`src/vme_glue_pkg.sv`:
```
// Purpose: shared constants and carrier types for the slave decode and master glue
// Assumes: one 100 MHz clock; bus inputs already synchronous to it
// Notes:   all bus strobes active low, named with _n
//
// Summary of operation
// - base match needs strobe, no iack, short io
// - board selected needs base match and data strobe
// - latch a8..a1 at new slave cycle start
// - a8 low selects dma controller chip
// - dma controller unused locations still acknowledge
// - a8,a4 high with lower strobe select gpib
// - gpib odd bytes only; upper byte ones
// - carry byte forces auxiliary mode register select
// - a4 low: a2 picks config one/two
// - config registers write-only, reads return ones
// - board selected holds until strobes released
// - unmatched window locations get no acknowledge
// - divide system clock by two for chips
// - onboard reset from system reset or bit
// - reset bits and decode only system reset
// - bus error while owned to exception input
// - hold data drive while old ack stands
// - drive address, modifier, iack, lword when owned
// - upper address latched by upper address strobe
// - dma write ored with carry byte force
// - dma data strobes gated by timing output
// - 16-bit access to 8-bit register undefined
// - upper byte select steers gpib data lane
package vme_glue_pkg;
    localparam logic [5:0] AM_SHORT_SUP    = 6'h2D;
    localparam logic [5:0] AM_SHORT_USER   = 6'h29;
    localparam logic [5:0] AM_MASTER_DEF   = 6'h3D;
    localparam logic [2:0] AUX_MODE_SEL    = 3'h5;
    localparam logic [7:0] ALL_ONES_BYTE   = 8'hFF;
    localparam int         A8_POS          = 7;
    localparam int         A4_POS          = 3;
    localparam int         A2_POS          = 1;
    localparam int         LMR_POS         = 0;
    localparam int         SFL_POS         = 1;
    localparam logic [7:0] CFG_RESET       = 8'h00;
    localparam int         CLK_DIV         = 2;

    typedef struct packed {
        logic        as_n;
        logic        ds0_n;
        logic        ds1_n;
        logic        iack_n;
        logic        write_n;
        logic [5:0]  am;
        logic [15:1] addr;
    } slave_req_t;

    typedef struct packed {
        logic        dma_sel_n;
        logic        gpib_sel_n;
        logic        config_reg_one_sel_n;
        logic        config_reg_two_sel_n;
        logic [2:0]  gpib_rs;
    } selects_t;
endpackage

```
`src/vme_clock_divider.sv`:
```
// Purpose: divide the system clock to a one-cycle enable
// Assumes: clock is the only clock
// Notes:   enable replaces the slower chip clock
module vme_clock_divider
    import vme_glue_pkg::*;
#(
    parameter int DIV = CLK_DIV
) (
    // clock and reset
    input  wire logic clock,
    input  wire logic reset,
    // enable out
    output logic      tick
);
    logic [$clog2(DIV+1)-1:0] count;
    always_ff @(posedge clock or posedge reset) begin
        if (reset) begin
            count <= '0;
            tick  <= 1'b0;
        end else if (count == $bits(count)'(DIV - 1)) begin
            count <= '0;
            tick  <= 1'b1;
        end else begin
            count <= count + 1'b1;
            tick  <= 1'b0;
        end
    end
endmodule

```
`src/vme_slave_decode.sv`:
```
// Purpose: address match and register select decode for slave cycles
// Assumes: base jumpers are static
// Notes:   purely combinational; the top registers results
module vme_slave_decode
    import vme_glue_pkg::*;
(
    // bus view
    input  wire vme_glue_pkg::slave_req_t req,
    input  wire logic [15:9]               base,
    input  wire logic [8:1]                held_addr,
    input  wire logic                      carry_byte_force,
    input  wire logic                      selected,
    // results
    output logic                           base_match,
    output vme_glue_pkg::selects_t         sel
);
    always_comb begin
        base_match = !req.as_n && req.iack_n &&
                     (req.am == AM_SHORT_SUP || req.am == AM_SHORT_USER) &&
                     (req.addr[15:9] == base);
        sel.dma_sel_n  = !(selected && !held_addr[8]);
        sel.gpib_sel_n = !(selected && held_addr[8] && held_addr[4] && !req.ds0_n);
        sel.config_reg_one_sel_n = !(selected && held_addr[8] && !held_addr[4] && !held_addr[2]);
        sel.config_reg_two_sel_n = !(selected && held_addr[8] && !held_addr[4] && held_addr[2]);
        sel.gpib_rs    = carry_byte_force ? AUX_MODE_SEL : held_addr[3:1];
    end
endmodule

```
`src/vme_slave_decode_and_master_glue.sv`:
```
// Purpose: slave decode, configuration registers, reset and master glue
// Assumes: timing state machine and chips are outside; their strobes arrive as ports
// Notes:   every output is a flip-flop, so all paths add at least one cycle
module vme_slave_decode_and_master_glue
    import vme_glue_pkg::*;
(
    // clock and system reset
    input  wire logic                      clock,
    input  wire logic                      reset,
    // slave side of bus
    input  wire vme_glue_pkg::slave_req_t  slave_req,
    input  wire logic [15:0]               data_in,
    input  wire logic                      dtack_in_n,
    input  wire logic                      berr_in_n,
    input  wire logic [15:9]               base_jumpers,
    input  wire logic                      local_ack_n,
    // dma controller side
    input  wire logic                      bus_owned_n,
    input  wire logic                      upper_addr_strobe_n,
    input  wire logic [15:0]               dma_mux_bus,
    input  wire logic [7:1]                dma_low_addr,
    input  wire logic                      dma_write_n,
    input  wire logic                      upper_data_strobe_n,
    input  wire logic                      lower_data_strobe_n,
    input  wire logic                      upper_byte_select_n,
    input  wire logic                      timing_strobe_gate,
    input  wire logic                      carry_byte_force,
    input  wire logic [7:0]                dma_ctrl_data,
    input  wire logic [7:0]                gpib_data,
    // decode outputs
    output logic                           board_selected_n,
    output vme_glue_pkg::selects_t         selects,
    output logic [8:1]                     held_addr,
    // slave read data
    output logic [15:0]                    read_data,
    output logic                           read_data_oe_n,
    // configuration registers
    output logic [7:0]                     config_reg_one,
    output logic [7:0]                     config_reg_two,
    output logic                           onboard_reset,
    output logic                           chip_clock_tick,
    // master outputs
    output logic [23:1]                    master_addr,
    output logic [5:0]                     master_am,
    output logic                           master_iack_n,
    output logic                           master_lword_n,
    output logic                           master_addr_oe_n,
    output logic                           master_write_n,
    output logic                           master_ds0_n,
    output logic                           master_ds1_n,
    output logic                           master_ds_oe_n,
    output logic                           control_dir_out,
    output logic [15:0]                    master_data,
    output logic                           master_data_oe_n,
    output logic                           bus_exception_input
);
    import vme_glue_pkg::*;

    ////////////////////////////////////////////////////////////////////////
    logic          base_match;
    logic          selected;
    logic          prev_ack;
    selects_t      next_sel;
    logic [23:16]  upper_latch;
    logic [15:8]   mid_latch;
    logic          cycle_busy;

    assign selected = !board_selected_n;

    vme_clock_divider #(.DIV(CLK_DIV)) u_div (
        .clock (clock),
        .reset (reset),
        .tick  (chip_clock_tick)
    );

    vme_slave_decode u_dec (
        .req              (slave_req),
        .base             (base_jumpers),
        .held_addr        (held_addr),
        .carry_byte_force (carry_byte_force),
        .selected         (selected),
        .base_match       (base_match),
        .sel              (next_sel)
    );

    ////////////////////////////////////////////////////////////////////////
    // address holding latch, system reset only
    always_ff @(posedge clock or posedge reset) begin
        if (reset) begin
            held_addr <= '0;
            prev_ack  <= 1'b0;
        end else begin
            prev_ack <= !dtack_in_n;
            if (!slave_req.as_n && !prev_ack && !cycle_busy)
                held_addr <= slave_req.addr[8:1];
        end
    end

    // board selected, held till strobes and ack released
    always_ff @(posedge clock or posedge reset) begin
        if (reset) begin
            board_selected_n <= 1'b1;
            cycle_busy       <= 1'b0;
        end else begin
            if (!slave_req.as_n)
                cycle_busy <= 1'b1;
            else if (dtack_in_n)
                cycle_busy <= 1'b0;
            if (base_match && !(slave_req.ds0_n && slave_req.ds1_n))
                board_selected_n <= 1'b0;
            else if (slave_req.ds0_n && slave_req.ds1_n && slave_req.as_n && local_ack_n)
                board_selected_n <= 1'b1;
        end
    end

    // selects; unmatched window addresses select nothing and get no ack
    always_ff @(posedge clock or posedge reset) begin
        if (reset)
            selects <= '{1'b1, 1'b1, 1'b1, 1'b1, 3'h0};
        else
            selects <= next_sel;
    end

    ////////////////////////////////////////////////////////////////////////
    // configuration registers; local reset and fail bits survive onboard reset
    always_ff @(posedge clock or posedge reset) begin
        if (reset) begin
            config_reg_one <= CFG_RESET;
            config_reg_two <= CFG_RESET;
        end else begin
            if (onboard_reset)
                config_reg_one <= CFG_RESET;
            else if (!next_sel.config_reg_one_sel_n && !slave_req.write_n && !slave_req.ds0_n)
                config_reg_one <= data_in[7:0];
            if (!next_sel.config_reg_two_sel_n && !slave_req.write_n && !slave_req.ds0_n)
                config_reg_two <= data_in[7:0];
            else if (onboard_reset) begin
                config_reg_two              <= CFG_RESET;
                config_reg_two[LMR_POS]     <= config_reg_two[LMR_POS];
                config_reg_two[SFL_POS]     <= config_reg_two[SFL_POS];
            end
        end
    end

    always_ff @(posedge clock or posedge reset) begin
        if (reset)
            onboard_reset <= 1'b1;
        else
            onboard_reset <= config_reg_two[LMR_POS];
    end

    ////////////////////////////////////////////////////////////////////////
    // slave read data; dma byte copied to both lanes, gpib and config reads fill unused lanes with ones
    always_ff @(posedge clock or posedge reset) begin
        if (reset) begin
            read_data      <= '1;
            read_data_oe_n <= 1'b1;
        end else begin
            // drive only reads that hit a decoded target; holes stay silent
            read_data_oe_n <= !(selected && slave_req.write_n &&
                !(next_sel.dma_sel_n && next_sel.gpib_sel_n && next_sel.config_reg_one_sel_n && next_sel.config_reg_two_sel_n));
            if (!next_sel.dma_sel_n)
                read_data <= {dma_ctrl_data, dma_ctrl_data};
            else if (!next_sel.gpib_sel_n)
                read_data <= {ALL_ONES_BYTE, gpib_data};
            else
                read_data <= {ALL_ONES_BYTE, ALL_ONES_BYTE};
        end
    end

    ////////////////////////////////////////////////////////////////////////
    // master address latches, open while upper strobe low
    always_ff @(posedge clock or posedge reset) begin
        if (reset) begin
            upper_latch <= '0;
            mid_latch   <= '0;
        end else if (!upper_addr_strobe_n) begin
            upper_latch <= dma_mux_bus[15:8];
            mid_latch   <= dma_mux_bus[7:0];
        end
    end

    always_ff @(posedge clock or posedge reset) begin
        if (reset) begin
            master_addr      <= '0;
            master_am        <= AM_MASTER_DEF;
            master_iack_n    <= 1'b1;
            master_lword_n   <= 1'b1;
            master_addr_oe_n <= 1'b1;
            control_dir_out  <= 1'b0;
        end else begin
            master_addr      <= {upper_latch, mid_latch, dma_low_addr};
            master_am        <= AM_MASTER_DEF;
            master_iack_n    <= 1'b1;
            master_lword_n   <= 1'b1;
            master_addr_oe_n <= bus_owned_n;
            control_dir_out  <= !bus_owned_n;
        end
    end

    // master strobes and data; held off while old ack or error stands
    always_ff @(posedge clock or posedge reset) begin
        if (reset) begin
            master_write_n      <= 1'b1;
            master_ds0_n        <= 1'b1;
            master_ds1_n        <= 1'b1;
            master_ds_oe_n      <= 1'b1;
            master_data         <= '0;
            master_data_oe_n    <= 1'b1;
            bus_exception_input <= 1'b0;
        end else begin
            master_write_n   <= dma_write_n | carry_byte_force;
            master_ds0_n     <= lower_data_strobe_n | !timing_strobe_gate;
            master_ds1_n     <= upper_data_strobe_n | !timing_strobe_gate;
            master_ds_oe_n   <= bus_owned_n || !dtack_in_n || !berr_in_n;
            master_data_oe_n <= bus_owned_n || !dtack_in_n || !berr_in_n || dma_write_n;
            if (!upper_byte_select_n)
                master_data <= {gpib_data, ALL_ONES_BYTE};
            else
                master_data <= {ALL_ONES_BYTE, gpib_data};
            bus_exception_input <= !bus_owned_n && !berr_in_n;
        end
    end
endmodule

```
`config.mk`:
```
export PLATFORM = sky130hd
export DESIGN_NAME = vme_slave_decode_and_master_glue
export DESIGN_NICKNAME = d
export VERILOG_FILES = /design/src/vme_glue_pkg.sv /design/src/vme_clock_divider.sv /design/src/vme_slave_decode.sv /design/src/vme_slave_decode_and_master_glue.sv
export SDC_FILE = /design/constraint.sdc
export NUM_CORES = 1
export LEC_CHECK = 0
export BUFFER_PORTS_ARGS = -buffer_cell sky130_fd_sc_hd__buf_2
export CAP_MARGIN = 20
export CORE_MARGIN = 10
export CORE_UTILIZATION = 29
export CTS_BUF_LIST = sky130_fd_sc_hd__clkbuf_2 sky130_fd_sc_hd__clkbuf_4 sky130_fd_sc_hd__clkbuf_8
export CTS_CLUSTER_SIZE = 24
export DETAILED_ROUTE_END_ITERATION = 10
export GPL_TIMING_DRIVEN = 0
export SLEW_MARGIN = 5
export SYNTH_ARGS = -nofsm -noshare
export SYNTH_HDL_FRONTEND = slang
export SYNTH_SLANG_ARGS = --single-unit
```
`constraint.sdc`:
```
create_clock -name clock -period 3.9 [get_ports clock]
set_input_delay 0.195 -clock clock [delete_from_list [all_inputs] [get_ports clock]]
set_output_delay 0.195 -clock clock [all_outputs]
set_load 0.02 [all_outputs]
```
==> metrics.txt <==
Layout Nets=653; Crit path arrival time=1920 ps; Area after DPL=5380 um2; total track usage=12.7%; Worst-Margin Slew=623 ps; Slew HR=58.3%; endpoints failing setup=0; DRC Markers=0; floorplan core area=14000 um2; via count=3122; Buf+Inv Stages, Crit Path=1; startpoint types=flip-flop; Design Power=3030 uW; Yosys top cell by area=dfrtp_1; share of layout cells above drive strength 1=55.4%; Synth Cell Area=4160 um2; post-synthesis cell type count=33; global-route wire length before repair=19700 um; Die H=140 um; clock share of power=37.4%; Final min period=1640 ps; hold_sp=data_in[0]; final core utilization=46.1%; FP Rows=43; Synth top area share=53.5%; Num CTS Buffers=17; Top delay family on crit path=simple AND/OR/NAND/NOR gates; die area=19500 um2; Cell Pwr Density=470 nW/um2; Final Hold Fails=0; Via density=4.19; Leak=0.00300 uW; CTS tree=yes; clock skew=8.80 ps; Reg clk slew, reported paths=70 ps; required time of the critical path=4180 ps; Mapped Cells=273; critical register-to-register path startpoint=held_addr[4]; CP max-delay cell=nor4b_4; Max Clk Rate=610 MHz; Max Cap Viol=0; H-tree depth=4; global route total overflow=0; EDFF count, synth=0; critical path class=flip-flop to flip-flop; antenna violations before repair=0; Finished Cell Area=6440 um2; FF-to-FF End=config_reg_one[4]; worst-path fanout max=9; status=completed; R2R depth=4; Sw Ratio=27.2%; post-CTS setup buffer count=0; Hold Path Depth=3; P_int=2210 uW; Skew-Pair Late Insertion Delay=420 ps; Final ANT Viol Nets=0; total wire length=12100 um; final clock period utilization by the worst path=42.0%; post-detail-place hpwl=9070 um; Hold WS=54.7 ps; NetSw=823 uW; Yosys Warn Count=0; Seq/Total Area, Yosys=71.8%; WL/cell=16.3 um; drt first pass iters=4; die width=140 um; number of global-route vias before repair=3651; Initial DRC Count=55; CTS root buf=clkbuf_8; Top FF cell, synth=dfrtp_1; antenna diode count=0; initial core utilization=29.7%; Hold EP=config_reg_one[0]; FF-to-FF setup slack=2260 ps; Area growth syn-to-layout=54.9%; Final Slew Violations=0; Worst setup EP type=flip-flop; slowest stage delay, CP=620 ps; Mapped Avg Cell Area=15.2 um2; Area contributors post-synth=dfrtp_1 54%, dfstp_2 18%, mux2_2 6.8%, mux2_4 2.5%, or2_2 2.1%; largest net degree at the start of global routing=79; CTS Buffer Depth=2; Max VDD drop=0.286 mV; CTS Sinks=118; Final Wtd Congestion=0.760; RSZ-0062 raised after global routing=no; port bufs=188; #FFs+latches synth=118; power share of the combinational group=16.4%; I/O Pins=207; worst path cell trace=nor4b_4 -> inv_4 -> o21ai_1 -> a21oi_1; Post-synth ARST share=100%; post-CTS resize count=0; Flop pwr share=46.2%; Min-Delay Path Class=input port to flip-flop; setup TNS=0 ps
through the flow:
stage               instances  setup slack (ps)
finish                    745              2260
global placement          647              -571
global route              745              2150
floorplan                 279               624
detailed placement        648              2250
CTS                       745              2220
cell usage in the layout, fill, tap and decap left out, types with 2 or more instances in the layout:
master and n:
clkinvlp_4 5, or2_2 14, clkinv_4 2, clkinv_2 2
dfrtp_1 89, mux2_4 7, clkbuf_8 17, buf_2 190
o21a_1 8, o21ai_1 8, clkbuf_4 3, nor2_1 2
dlygate4sd3_1 65, xor2_1 7, buf_4 8, or3_1 8
clkbuf_1 6, inv_1 4, nor4_1 2, a21oi_1 9
dfstp_2 29, mux2_2 25, nand2b_1 10, nand3_1 11
bufinv_16 3, conb_1 8, nor2b_1 8
tightest hold or removal path, cell delays in order:
cell	delay [ps]
buf_2	120
nand3_1	60
a21oi_1	60
worst max-delay path by stage:
stage | startpoint | to | slack (ps) | cells past startpoint
finish | held_addr[4] | config_reg_one[4] | 2260 | 4
global route | held_addr[4] | config_reg_one[4] | 2150 | 4
CTS | held_addr[4] | config_reg_one[4] | 2220 | 4
detailed placement | held_addr[4] | config_reg_one[4] | 2250 | 4
global placement | reset | selects[1] | -570 | 2
floorplan | reset | bus_exception_input | 620 | 1
registers in the layout (all words and copies together), names as in the netlist, 2 cells and up:
signal          count
config_reg_two      8
read_data          16
u_div.count         2
master_data        16
held_addr           8
config_reg_one      8
mid_latch           8
upper_latch         8
master_addr        23
selects             7
layer usage:
| layer | GRT usage, % | vias to the layer above | part of all wire, % |
|---|---|---|---|
| met5 | 0 | - | 0 |
| met4 | 4.46 | 0 | 1.0 |
| met3 | 6.57 | 13 | 9.6 |
| met2 | 21.4 | 145 | 51 |
| met1 | 13.2 | 1502 | 38 |
| li1 | - | 1462 | - |
power groups by stage:
| stage | clock (uW) | sequential [uW] | combinational, uW |
|---|---|---|---|
| floorplan | 0 | 1530 | 140 |
| global placement | 0 | 1420 | 443 |
| detailed placement | 0 | 1420 | 454 |
| CTS | 1180 | 1400 | 505 |
| global route | 1240 | 1410 | 539 |
| finish | 1130 | 1400 | 495 |
kinds of logic after synthesis:
| logic type | count (synthesis) | share of synthesized area (%) |
|---|---|---|
| xor+xnor | 7 | 1.47 |
| compound gates | 28 | 3.97 |
| other cells | 2 | 0.180 |
| simple gates | 64 | 10.4 |
| flops | 118 | 71.8 |
| mux | 32 | 9.29 |
| buf+inv | 22 | 2.83 |
area by class of cell:
class	count	area, um2
repair buffers	254	1620
clock buffers	20	256
well taps	180	225
multi-input cells	139	1080
clock inverters	12	155
flip-flops and latches	118	2990
plain buffers	16	92.6
inverters	6	30.0
fillers	1277	7540
synth_stat cells, types with 5 or more instances:
cell and n:
nor2b_1 8, xor2_1 7, inv_1 5, o21a_1 8, dfrtp_1 89, mux2_2 25, or2_2 14, clkbuf_1 6
mux2_4 7, or3_1 8, a21oi_1 9, nand2b_1 10, dfstp_2 29, nand3_1 11, o21ai_1 8, buf_4 8
timing repair:
action / 4_1_cts / 5_1_grt
hold buffers: 65 / 0
endpoints found under the setup margin: 0 / 0
endpoints found under the hold margin: 118 / 0
No activity file was read; power rests on OpenSTA's default activity.
